### src/host_bus_cfg.svh
/*
 * Constants for the host bus and vectored interrupt block: register
 * indices on the register select lines, reset values and timing figures.
 * Assumes it is included by bare name from the design and bench files.
 */
`ifndef HOST_BUS_CFG_SVH
`define HOST_BUS_CFG_SVH

// ==========================================================
// Register indices seen on the register select lines
// ==========================================================
`define IDX_PORT_DIR 5'h02
`define IDX_ENABLE_A 5'h03
`define IDX_ENABLE_B 5'h04
`define IDX_PENDING_A 5'h05
`define IDX_PENDING_B 5'h06
`define IDX_SERVICE_A 5'h07
`define IDX_SERVICE_B 5'h08
`define IDX_MASK_A 5'h09
`define IDX_MASK_B 5'h0A
`define IDX_VECTOR 5'h0B

// ==========================================================
// Field positions and reset values
// ==========================================================
`define VEC_BASE_MSB 7
`define VEC_BASE_LSB 4
`define VEC_SERVICE_BIT 3
`define VECTOR_RESET 8'h0F
`define BYTE_ZERO 8'h00
`define CHANNELS_ZERO 16'h0000

// ==========================================================
// Timing
// ==========================================================
`define CLOCK_PERIOD_NS 25
`define RESET_HOLD_NS 2000
`define RESET_HOLD_CYCLES ((`RESET_HOLD_NS + `CLOCK_PERIOD_NS - 1) / `CLOCK_PERIOD_NS)

`endif

### src/host_bus_pkg.sv
/*
 * Types shared by the host bus block: bus cycle states and the bundle of
 * bus pins that crosses the input synchroniser together.
 * Assumes nothing of its surroundings.
 */
package host_bus_pkg;

	// ==========================================================
	// Bus cycle sequencer states
	// ==========================================================
	typedef enum logic [2:0] {
		S_IDLE,
		S_READ,
		S_ACK,
		S_END,
		S_PASS
	} bus_state_t;

	// ==========================================================
	// Bus pins sampled as one bundle
	// ==========================================================
	typedef struct packed {
		logic cs_n;
		logic data_strobe_n;
		logic int_ack_n;
		logic chain_enable_in_n;
		logic rw;
		logic [4:0] register_select;
		logic [7:0] data_bus;
	} bus_pins_t;

endpackage

### src/host_bus_irq.sv
/*
 * Host bus slave and vectored interrupt responder: register reads and
 * writes over the asynchronous byte bus, 16 fixed-priority channels,
 * vector answer in acknowledge cycles and the enable daisy chain.
 * Assumes channel events are one-cycle pulses on this clock and that the
 * bus pins are asynchronous and pass the synchroniser below.
 */
// What this block does
// - Read drives selected register, then acknowledges.
// - Read ends: acknowledge high, then bus released.
// - Write loads addressed register, then acknowledges.
// - Write ends: acknowledge high, then floated.
// - Request output low while any unmasked channel pending.
// - Acknowledge cycle places vector, then acknowledges.
// - Acknowledge cycle ends: acknowledge high, then floated.
// - Request drops after acknowledge unless more pending.
// - Chain enabled: answer if unmasked pending, else pass down.
// - Passing device drives no data nor acknowledge.
// - Chain out only when nothing here or above.
// - Reset clears registers except retained data and vector registers.
// - Reset disables channels and clears pending interrupts.
// - Reset makes port lines inputs, outputs negated.
// - Reset loads vector register with 0F hex.
// - Vector names highest priority pending channel.
// - Channel codes descend from port line seven.
// - Masked channels are skipped in priority order.
// - Vector upper nibble from register, lower channel.
// - Passed channel's pending bit is cleared.
`timescale 1ns/1ps

`include "host_bus_cfg.svh"

module host_bus_irq import host_bus_pkg::*; #(
	parameter int CHANNELS = 16,
	parameter int REG_DEPTH = 32
) (
	// Clock and reset.
	input wire logic clock,
	input wire logic rst,
	// Bus controls from the bus master.
	input wire logic cs_n,
	input wire logic data_strobe_n,
	input wire logic rw,
	input wire logic [4:0] register_select,
	input wire logic int_ack_n,
	// Data bus as input, output and output enable.
	input wire logic [7:0] data_bus_in,
	output logic [7:0] data_bus_out,
	output logic data_bus_oe,
	// Transfer acknowledge as output and output enable.
	output logic transfer_ack_n,
	output logic transfer_ack_oe,
	// Interrupt request and daisy chain.
	output logic irq_n,
	input wire logic chain_enable_in_n,
	output logic chain_enable_out_n,
	// Channel events from the timers, serial unit and port edge detectors.
	input wire logic [15:0] channel_event,
	// Port line direction towards the port logic, high drives a line.
	output logic [7:0] port_dir
);

	// ==========================================================
	// Declarations
	// ==========================================================
	bus_pins_t pins_meta;
	bus_pins_t pins;
	bus_state_t state;
	logic [15:0] enable;
	logic [15:0] pending;
	logic [15:0] mask;
	logic [7:0] vector_reg;
	logic [15:0] active;
	logic [15:0] clear_vec;
	logic any_active;
	logic [3:0] top_code;
	logic strobe_on;
	logic cycle_on;
	logic int_ack_n_on;
	logic take_write;
	logic take_read;
	logic take_int_ack_n;
	logic take_pass;
	logic store_we;
	logic [7:0] store_rdata;

	// Channel count and register space are fixed by the vector format.
	initial begin
		if (CHANNELS != 16 || REG_DEPTH != 32) begin
			$error("host_bus_irq: only 16 channels and 32 registers are served");
		end
	end

	// ==========================================================
	// Functions
	// ==========================================================
	// Bit i of a channel vector is the channel whose code is i, so bit 15 is
	// port line 7 and bit 0 is port line 0; the highest set bit wins.
	function automatic logic [3:0] highest_code(input logic [15:0] req);
		logic [3:0] code;
		code = 4'h0;
		for (int i = 0; i < 16; i++) begin
			if (req[i]) begin
				code = 4'(i);
			end
		end
		return code;
	endfunction

	// Registers kept in flip-flops, or read as zero (service), rather than in the retained store.
	function automatic logic is_control(input logic [4:0] idx);
		return idx inside {`IDX_PORT_DIR, `IDX_ENABLE_A, `IDX_ENABLE_B,
			`IDX_PENDING_A, `IDX_PENDING_B, `IDX_SERVICE_A, `IDX_SERVICE_B,
			`IDX_MASK_A, `IDX_MASK_B, `IDX_VECTOR};
	endfunction

	// ==========================================================
	// Input synchroniser
	// ==========================================================
	// All bus pins pass two flops together; the master's deskew keeps select,
	// direction and data settled before the strobe arrives.
	always_ff @(posedge clock) begin
		pins_meta <= {cs_n, data_strobe_n, int_ack_n, chain_enable_in_n, rw,
			register_select, data_bus_in};
		pins <= pins_meta;
	end

	// ==========================================================
	// Cycle decode
	// ==========================================================
	// Qualified requests are taken only from the idle state.
	assign strobe_on = !pins.data_strobe_n;
	assign int_ack_n_on = !pins.int_ack_n && strobe_on;
	assign cycle_on = !pins.cs_n && strobe_on && pins.int_ack_n;
	assign take_write = (state == S_IDLE) && cycle_on && !pins.rw;
	assign take_read = (state == S_IDLE) && cycle_on && pins.rw;
	assign take_int_ack_n = (state == S_IDLE) && int_ack_n_on && !pins.chain_enable_in_n
		&& any_active;
	assign take_pass = (state == S_IDLE) && int_ack_n_on && !pins.chain_enable_in_n
		&& !any_active;
	assign store_we = take_write && !is_control(pins.register_select);

	// Masked channels drop out before ranking.
	assign active = pending & mask;
	assign any_active = |active;
	assign top_code = highest_code(active);

	// ==========================================================
	// Retained register store
	// ==========================================================
	register_store #(
		.WIDTH(8),
		.DEPTH(REG_DEPTH),
		.ADDR_BITS(5)
	) u_store (
		.clock(clock),
		.write_en(store_we),
		.write_addr(pins.register_select),
		.write_data(pins.data_bus),
		.read_addr(pins.register_select),
		.read_data(store_rdata)
	);

	// ==========================================================
	// Bus cycle sequencer
	// ==========================================================
	// Reads wait one clock for the store; every answer holds until the
	// master drops chip select, the strobe or acknowledge.
	always_ff @(posedge clock) begin
		if (rst) begin
			state <= S_IDLE;
		end else begin
			unique case (state)
				S_IDLE: begin
					if (take_read) begin
						state <= S_READ;
					end else if (take_write || take_int_ack_n) begin
						state <= S_ACK;
					end else if (take_pass) begin
						state <= S_PASS;
					end
				end
				S_READ: state <= S_ACK;
				S_ACK: begin
					// The master latches data before it lets the strobe go.
					if (!(cycle_on || int_ack_n_on)) begin
						state <= S_END;
					end
				end
				S_END: state <= S_IDLE;
				S_PASS: begin
					if (!int_ack_n_on) begin
						state <= S_IDLE;
					end
				end
			endcase
		end
	end

	// ==========================================================
	// Data bus drive
	// ==========================================================
	// Read data and vectors are placed in the same clock as the acknowledge falls.
	always_ff @(posedge clock) begin
		if (rst) begin
			data_bus_out <= `BYTE_ZERO;
			data_bus_oe <= 1'b0;
		end else if (take_int_ack_n) begin
			data_bus_out <= {vector_reg[`VEC_BASE_MSB:`VEC_BASE_LSB], top_code};
			data_bus_oe <= 1'b1;
		end else if (state == S_READ) begin
			data_bus_oe <= 1'b1;
			unique case (pins.register_select)
				`IDX_PORT_DIR: data_bus_out <= port_dir;
				`IDX_ENABLE_A: data_bus_out <= enable[15:8];
				`IDX_ENABLE_B: data_bus_out <= enable[7:0];
				`IDX_PENDING_A: data_bus_out <= pending[15:8];
				`IDX_PENDING_B: data_bus_out <= pending[7:0];
				`IDX_MASK_A: data_bus_out <= mask[15:8];
				`IDX_MASK_B: data_bus_out <= mask[7:0];
				`IDX_VECTOR: data_bus_out <= vector_reg;
				`IDX_SERVICE_A, `IDX_SERVICE_B: data_bus_out <= `BYTE_ZERO;
				default: data_bus_out <= store_rdata;
			endcase
		end else if (state == S_END || state == S_IDLE) begin
			data_bus_oe <= 1'b0;
		end
	end

	// ==========================================================
	// Transfer acknowledge drive
	// ==========================================================
	// Low while answering, high for one clock at the end, then floated.
	always_ff @(posedge clock) begin
		if (rst) begin
			transfer_ack_n <= 1'b1;
			transfer_ack_oe <= 1'b0;
		end else begin
			unique case (state)
				S_IDLE: begin
					transfer_ack_n <= !(take_write || take_int_ack_n);
					transfer_ack_oe <= take_write || take_int_ack_n;
				end
				S_READ: begin
					transfer_ack_n <= 1'b0;
					transfer_ack_oe <= 1'b1;
				end
				S_ACK: begin
					transfer_ack_n <= cycle_on || int_ack_n_on ? 1'b0 : 1'b1;
					transfer_ack_oe <= 1'b1;
				end
				S_END: begin
					transfer_ack_n <= 1'b1;
					transfer_ack_oe <= 1'b0;
				end
				S_PASS: begin
					transfer_ack_n <= 1'b1;
					transfer_ack_oe <= 1'b0;
				end
			endcase
		end
	end

	// ==========================================================
	// Control registers
	// ==========================================================
	// Enable, mask, direction and vector registers, cleared by reset except
	// the vector register which starts at its fixed value.
	always_ff @(posedge clock) begin
		if (rst) begin
			enable <= `CHANNELS_ZERO;
			mask <= `CHANNELS_ZERO;
			port_dir <= `BYTE_ZERO;
			vector_reg <= `VECTOR_RESET;
		end else if (take_write) begin
			unique case (pins.register_select)
				`IDX_PORT_DIR: port_dir <= pins.data_bus;
				`IDX_ENABLE_A: enable[15:8] <= pins.data_bus;
				`IDX_ENABLE_B: enable[7:0] <= pins.data_bus;
				`IDX_MASK_A: mask[15:8] <= pins.data_bus;
				`IDX_MASK_B: mask[7:0] <= pins.data_bus;
				`IDX_VECTOR: vector_reg <= {pins.data_bus[7:3], 3'b000};
				default: begin
				end
			endcase
		end
	end

	// ==========================================================
	// Pending channels
	// ==========================================================
	// Writing zero to an enable or pending bit clears it; the passed vector
	// clears its own channel. A new event in the same clock wins.
	always_comb begin
		clear_vec = `CHANNELS_ZERO;
		if (take_write) begin
			unique case (pins.register_select)
				`IDX_ENABLE_A, `IDX_PENDING_A: clear_vec[15:8] = ~pins.data_bus;
				`IDX_ENABLE_B, `IDX_PENDING_B: clear_vec[7:0] = ~pins.data_bus;
				default: clear_vec = `CHANNELS_ZERO;
			endcase
		end
		if (take_int_ack_n) begin
			clear_vec[top_code] = 1'b1;
		end
	end
	always_ff @(posedge clock) begin
		if (rst) begin
			pending <= `CHANNELS_ZERO;
		end else begin
			pending <= (pending & ~clear_vec) | (channel_event & enable);
		end
	end

	// ==========================================================
	// Interrupt request and daisy chain
	// ==========================================================
	// The request follows the unmasked pending set, so it rises after the
	// acknowledge clears the last one and stays low while others remain.
	always_ff @(posedge clock) begin
		if (rst) begin
			irq_n <= 1'b1;
			chain_enable_out_n <= 1'b1;
		end else begin
			irq_n <= !any_active;
			chain_enable_out_n <= !(int_ack_n_on && !pins.chain_enable_in_n && !any_active
				&& state != S_ACK && state != S_READ);
		end
	end
endmodule // host_bus_irq

### src/register_store.sv
/*
 * Small register memory for the byte registers that keep their contents
 * through reset. Read data come out of a register one clock after the
 * address. Assumes a single clock and no reset of the contents.
 */
`timescale 1ns/1ps

module register_store #(
	parameter int WIDTH = 8,
	parameter int DEPTH = 32,
	parameter int ADDR_BITS = 5
) (
	// Clock.
	input wire logic clock,
	// Write port.
	input wire logic write_en,
	input wire logic [ADDR_BITS-1:0] write_addr,
	input wire logic [WIDTH-1:0] write_data,
	// Read port.
	input wire logic [ADDR_BITS-1:0] read_addr,
	output logic [WIDTH-1:0] read_data
);

	// ==========================================================
	// Storage
	// ==========================================================
	logic [WIDTH-1:0] cells [DEPTH];

	// Depth must fit the address width.
	initial begin
		if (DEPTH > (1 << ADDR_BITS) || WIDTH < 1) begin
			$error("register_store: depth does not fit address width");
		end
	end

	// Contents are deliberately not reset so that they survive a device reset.
	always_ff @(posedge clock) begin
		if (write_en) begin
			cells[write_addr] <= write_data;
		end
	end

	// Registered read keeps the read path a clean flip-flop output.
	always_ff @(posedge clock) begin
		read_data <= cells[read_addr];
	end

endmodule // register_store
### config.mk
export PLATFORM = sky130hd
export DESIGN_NAME = host_bus_irq
export DESIGN_NICKNAME = d
export VERILOG_FILES = /design/src/host_bus_pkg.sv /design/src/host_bus_irq.sv /design/src/register_store.sv
export VERILOG_INCLUDE_DIRS = /design/src
export SDC_FILE = /design/constraint.sdc
export NUM_CORES = 1
export LEC_CHECK = 0
export ABC_AREA = 1
export BUFFER_PORTS_ARGS = -buffer_cell sky130_fd_sc_hd__buf_4
export CAP_MARGIN = 40
export CELL_PAD_IN_SITES_DETAIL_PLACEMENT = 0
export CELL_PAD_IN_SITES_GLOBAL_PLACEMENT = 2
export CORE_MARGIN = 3
export CORE_UTILIZATION = 27
export DETAILED_ROUTE_END_ITERATION = 12
export GPL_ROUTABILITY_DRIVEN = 0
export PLACE_DENSITY = 0.5
export SYNTH_ARGS = -nofsm -noshare
export SYNTH_HDL_FRONTEND = slang
export SYNTH_SLANG_ARGS = --single-unit
### constraint.sdc
create_clock -name clock -period 2.75 [get_ports clock]
set_input_delay 0.825 -clock clock [delete_from_list [all_inputs] [get_ports clock]]
set_output_delay 0.825 -clock clock [all_outputs]
set_load 0.01 [all_outputs]
==> results.yml <==
worst_hold_path:
  hold_class: "reg2reg"
cells_and_area:
  final.fill_count: 5332
  fin_nets: 1466
  regMostFlops: "u_store.cells"
  postLayoutCellArea_um2: 18030
  proportion_of_layout_cells_with_a_drive_suffix_above_1: 0.1823
  stdcell_count: 2153
  area_growth_pct: 25.21
  fin_util: 0.3425
  layout_top_registers: "u_store.cells (256), pins (18), pins_meta (18)"
  diodes: 0
  max_ffs_per_register: 256
logic_synthesis:
  yosysSeqAreaShare: 0.7033
  synthesis.area_um2: 14400
  netlist-cell-type-count: 37
  syn-instance-count: 1207
  top_area_cells_in_the_synthesized_netlist: "sky130_fd_sc_hd__edfxtp_1 53%, sky130_fd_sc_hd__dfxtp_1 17%, sky130_fd_sc_hd__nand2_1 6.6%"
  synth_top_cell_by_area: "sky130_fd_sc_hd__edfxtp_1"
  avgSynthCellArea_um2: 11.93
  synthDominantCellAreaShare: 0.5338
  ys_seq_elements: 378
  synthesis.yosys.warnings: 0
die:
  chipWidth_um: 237.0
  die-height_um: 237.0
  design.core.area_um2: 52660
  num_rows: 84
  initial_core_util: 0.2735
  floorplan.die_area_um2: 56150
  io-pin-count: 57
placed_design:
  numPortBuffers: 56
  placed_cell_area_um2: 16500
  post_place_cells: 2070
  detailed_place_hpwl_mm: 33.80
global_route:
  groute.usage.overall: 0.1747
  grt_overflow_total: 0
  grt_antenna_before_repair: 1
  wire_length_of_the_first_global_routing_pass_mm: 72.24
  grt_max_degree: 37
  first_global_vias: 10510
setup_path:
  worstSetupEndpointType: "register"
  timing.critical_path.cells: "inv_2, nor3_4, nor4_4, inv_2, nor2_4, nand2_2, nor2_1, buf_4"
  critical_path.slowest_cell: "sky130_fd_sc_hd__nor4_4"
  worstSetupStartpointType: "register"
  cp.buffers_inverters: 3
  cp_max_fo: 8
  timing.critical_path.slowest_cell_delay_ns: 0.42
  critical_path.most_common_cell: "sky130_fd_sc_hd__inv_2"
  worstPathArrival_ns: 2.77
  required_ns: 3.03
  critical-path-top-delay-family: "simple AND/OR/NAND/NOR gates"
  worst-setup-path-type: "reg2reg"
clock_network:
  clock_pin_slew_on_the_worst_setup_and_hold_paths_ns: 0.06
  clk_path_buf_depth: 3
  cts_setup_buffers: 0
  clock_latency_late_sink_ns: 0.56
  cts-buffers-inserted: 46
  tritoncts: "built"
  clock_sink_count: 378
  holdBufCountCts: 0
  cts_repair_resize_count: 0
  htree_levels: 2
  clock-root-buffer: "sky130_fd_sc_hd__clkbuf_16"
sta:
  report.final.setup_viol: 0
  fin_hold_ws_ns: 0.3234
  fin_worst_skew_ns: 0.01356
  rsz0062_at_grt: "no"
  fmax_mhz: 400.4
  final_period_minus_worst_setup_slack_ns: 2.497
  tightestPinTransition_ns: 0.5492
  timing_hold_violations_final: 0
  timing.final.max_slew_violations: 0
  setup-tns-final_ns: 0
  final_min_period_over_clock_period: 0.9082
  tightest_slew_margin_relative_to_the_limit: 0.6333
drt:
  number_of_remaining_drc_errors: 0
  final_antenna_net_count: 0
  avgRoutedWirePerCell_um: 22.88
  detailedRoute.firstPassIterationCount: 5
  post_drt_via_cell_ratio: 4.691
  postRouteWirelength_mm: 49.27
  dr_total_vias: 10100
  drt_first_iter_violations: 606
job:
  cap_violations: 0
outcome:
  run_status: "complete, no violations"
power:
  peakVddDrop_mv: 0.3903
  powerDensity_nw_per_um2: 730.3
  static-leakage-power_uw: 0.006541
## per-stage QoR
step                setup slack (ns)  power (µW)
floorplan                     0.5350        6697
global placement              0.3031        7082
detailed placement            0.2473        7078
CTS                           0.2443       13410
global route                 0.09679       13670
finish                        0.2526       13170
## kinds of logic after synthesis
logic type / after synthesis / synth area share
and+or+nand+nor: 412 / 0.1297
DFF: 378 / 0.7033
AOI/OAI and AO/OA: 278 / 0.1281
buffers and inverters: 138 / 0.03857
other: 1 / 0.0002604
## report_power, final
group	total, µW	switching, µW	internal (µW)	leakage [µW]
Combinational	679	473	206	0.00242
Clock	6230	2400	3830	0.000756
Sequential	6260	61.3	6200	0.00336
## cell usage after synthesis
master,count
sky130_fd_sc_hd__a211oi_1,9
sky130_fd_sc_hd__a21boi_0,7
sky130_fd_sc_hd__a21oi_1,71
sky130_fd_sc_hd__a221oi_1,40
sky130_fd_sc_hd__a22oi_1,74
sky130_fd_sc_hd__a31o_1,1
sky130_fd_sc_hd__a31oi_1,17
sky130_fd_sc_hd__a32oi_1,2
sky130_fd_sc_hd__buf_1,8
sky130_fd_sc_hd__buf_2,18
sky130_fd_sc_hd__buf_4,2
sky130_fd_sc_hd__buf_6,1
sky130_fd_sc_hd__clkbuf_1,20
sky130_fd_sc_hd__conb_1,1
sky130_fd_sc_hd__dfxtp_1,122
sky130_fd_sc_hd__edfxtp_1,256
sky130_fd_sc_hd__inv_1,71
sky130_fd_sc_hd__inv_2,18
sky130_fd_sc_hd__nand2_1,253
sky130_fd_sc_hd__nand2_2,13
sky130_fd_sc_hd__nand3_1,23
sky130_fd_sc_hd__nand3b_1,1
sky130_fd_sc_hd__nand4_1,34
sky130_fd_sc_hd__nor2_1,56
sky130_fd_sc_hd__nor2_2,6
sky130_fd_sc_hd__nor2_4,9
sky130_fd_sc_hd__nor2_8,2
sky130_fd_sc_hd__nor3_1,8
sky130_fd_sc_hd__nor3_2,1
sky130_fd_sc_hd__nor3_4,1
sky130_fd_sc_hd__nor4_1,4
sky130_fd_sc_hd__nor4_4,1
sky130_fd_sc_hd__o2111ai_1,3
sky130_fd_sc_hd__o211ai_1,6
sky130_fd_sc_hd__o21ai_0,30
sky130_fd_sc_hd__o21ai_1,2
sky130_fd_sc_hd__o22ai_1,16
## placed cells by master, fill, tap and decap left out, types with 6 or more instances in the layout
master,count
sky130_fd_sc_hd__edfxtp_1,256
sky130_fd_sc_hd__nand2_1,253
sky130_fd_sc_hd__buf_4,140
sky130_fd_sc_hd__dfxtp_1,122
sky130_fd_sc_hd__conb_1,80
sky130_fd_sc_hd__a22oi_1,74
sky130_fd_sc_hd__a21oi_1,71
sky130_fd_sc_hd__inv_1,69
sky130_fd_sc_hd__nor2_1,55
sky130_fd_sc_hd__clkbuf_16,47
sky130_fd_sc_hd__a221oi_1,40
sky130_fd_sc_hd__nand4_1,34
sky130_fd_sc_hd__o21ai_0,30
sky130_fd_sc_hd__nand3_1,23
sky130_fd_sc_hd__inv_2,20
sky130_fd_sc_hd__a31oi_1,17
sky130_fd_sc_hd__o22ai_1,16
sky130_fd_sc_hd__nand2_2,13
sky130_fd_sc_hd__nor2_4,10
sky130_fd_sc_hd__clkinv_2,10
sky130_fd_sc_hd__clkbuf_1,10
sky130_fd_sc_hd__a211oi_1,9
sky130_fd_sc_hd__nor3_1,8
sky130_fd_sc_hd__a21boi_0,7
sky130_fd_sc_hd__bufinv_16,7
sky130_fd_sc_hd__nor2_2,6
sky130_fd_sc_hd__o211ai_1,6
## metal layers
metal  GRT usage  part of all wire  up-vias
met4     0.04526             0.022        0
met2      0.3006              0.49      184
met3     0.02842             0.036       61
met5           0                 0        -
li1            -                 -     4783
met1      0.2290              0.45     5071
## worst paths after layout
path	startpoint	end	slack, ns	depth (start not counted)
max reg2reg	pins[11]$_DFF_P_	u_store.cells[15][6]$_DFFE_PP_	0.25	8
min reg2reg	pins_meta[17]$_DFF_P_	pins[17]$_DFF_P_	0.32	0
max	pins[11]$_DFF_P_	u_store.cells[15][6]$_DFFE_PP_	0.25	8
min	pins_meta[17]$_DFF_P_	pins[17]$_DFF_P_	0.32	0
## final cells by class
type | instances | area (µm²) | area share
Sequential cell | 378 | 10130 | 0.5617
Multi-Input combinational cell | 770 | 4021 | 0.2230
Clock buffer | 59 | 1241 | 0.06883
Timing Repair Buffer | 145 | 1151 | 0.06383
Tap cell | 688 | 860.8 | 0.04773
Inverter | 89 | 334.1 | 0.01852
Clock inverter | 24 | 295.3 | 0.01637
Note: power is estimated with default switching activity, not from simulation.
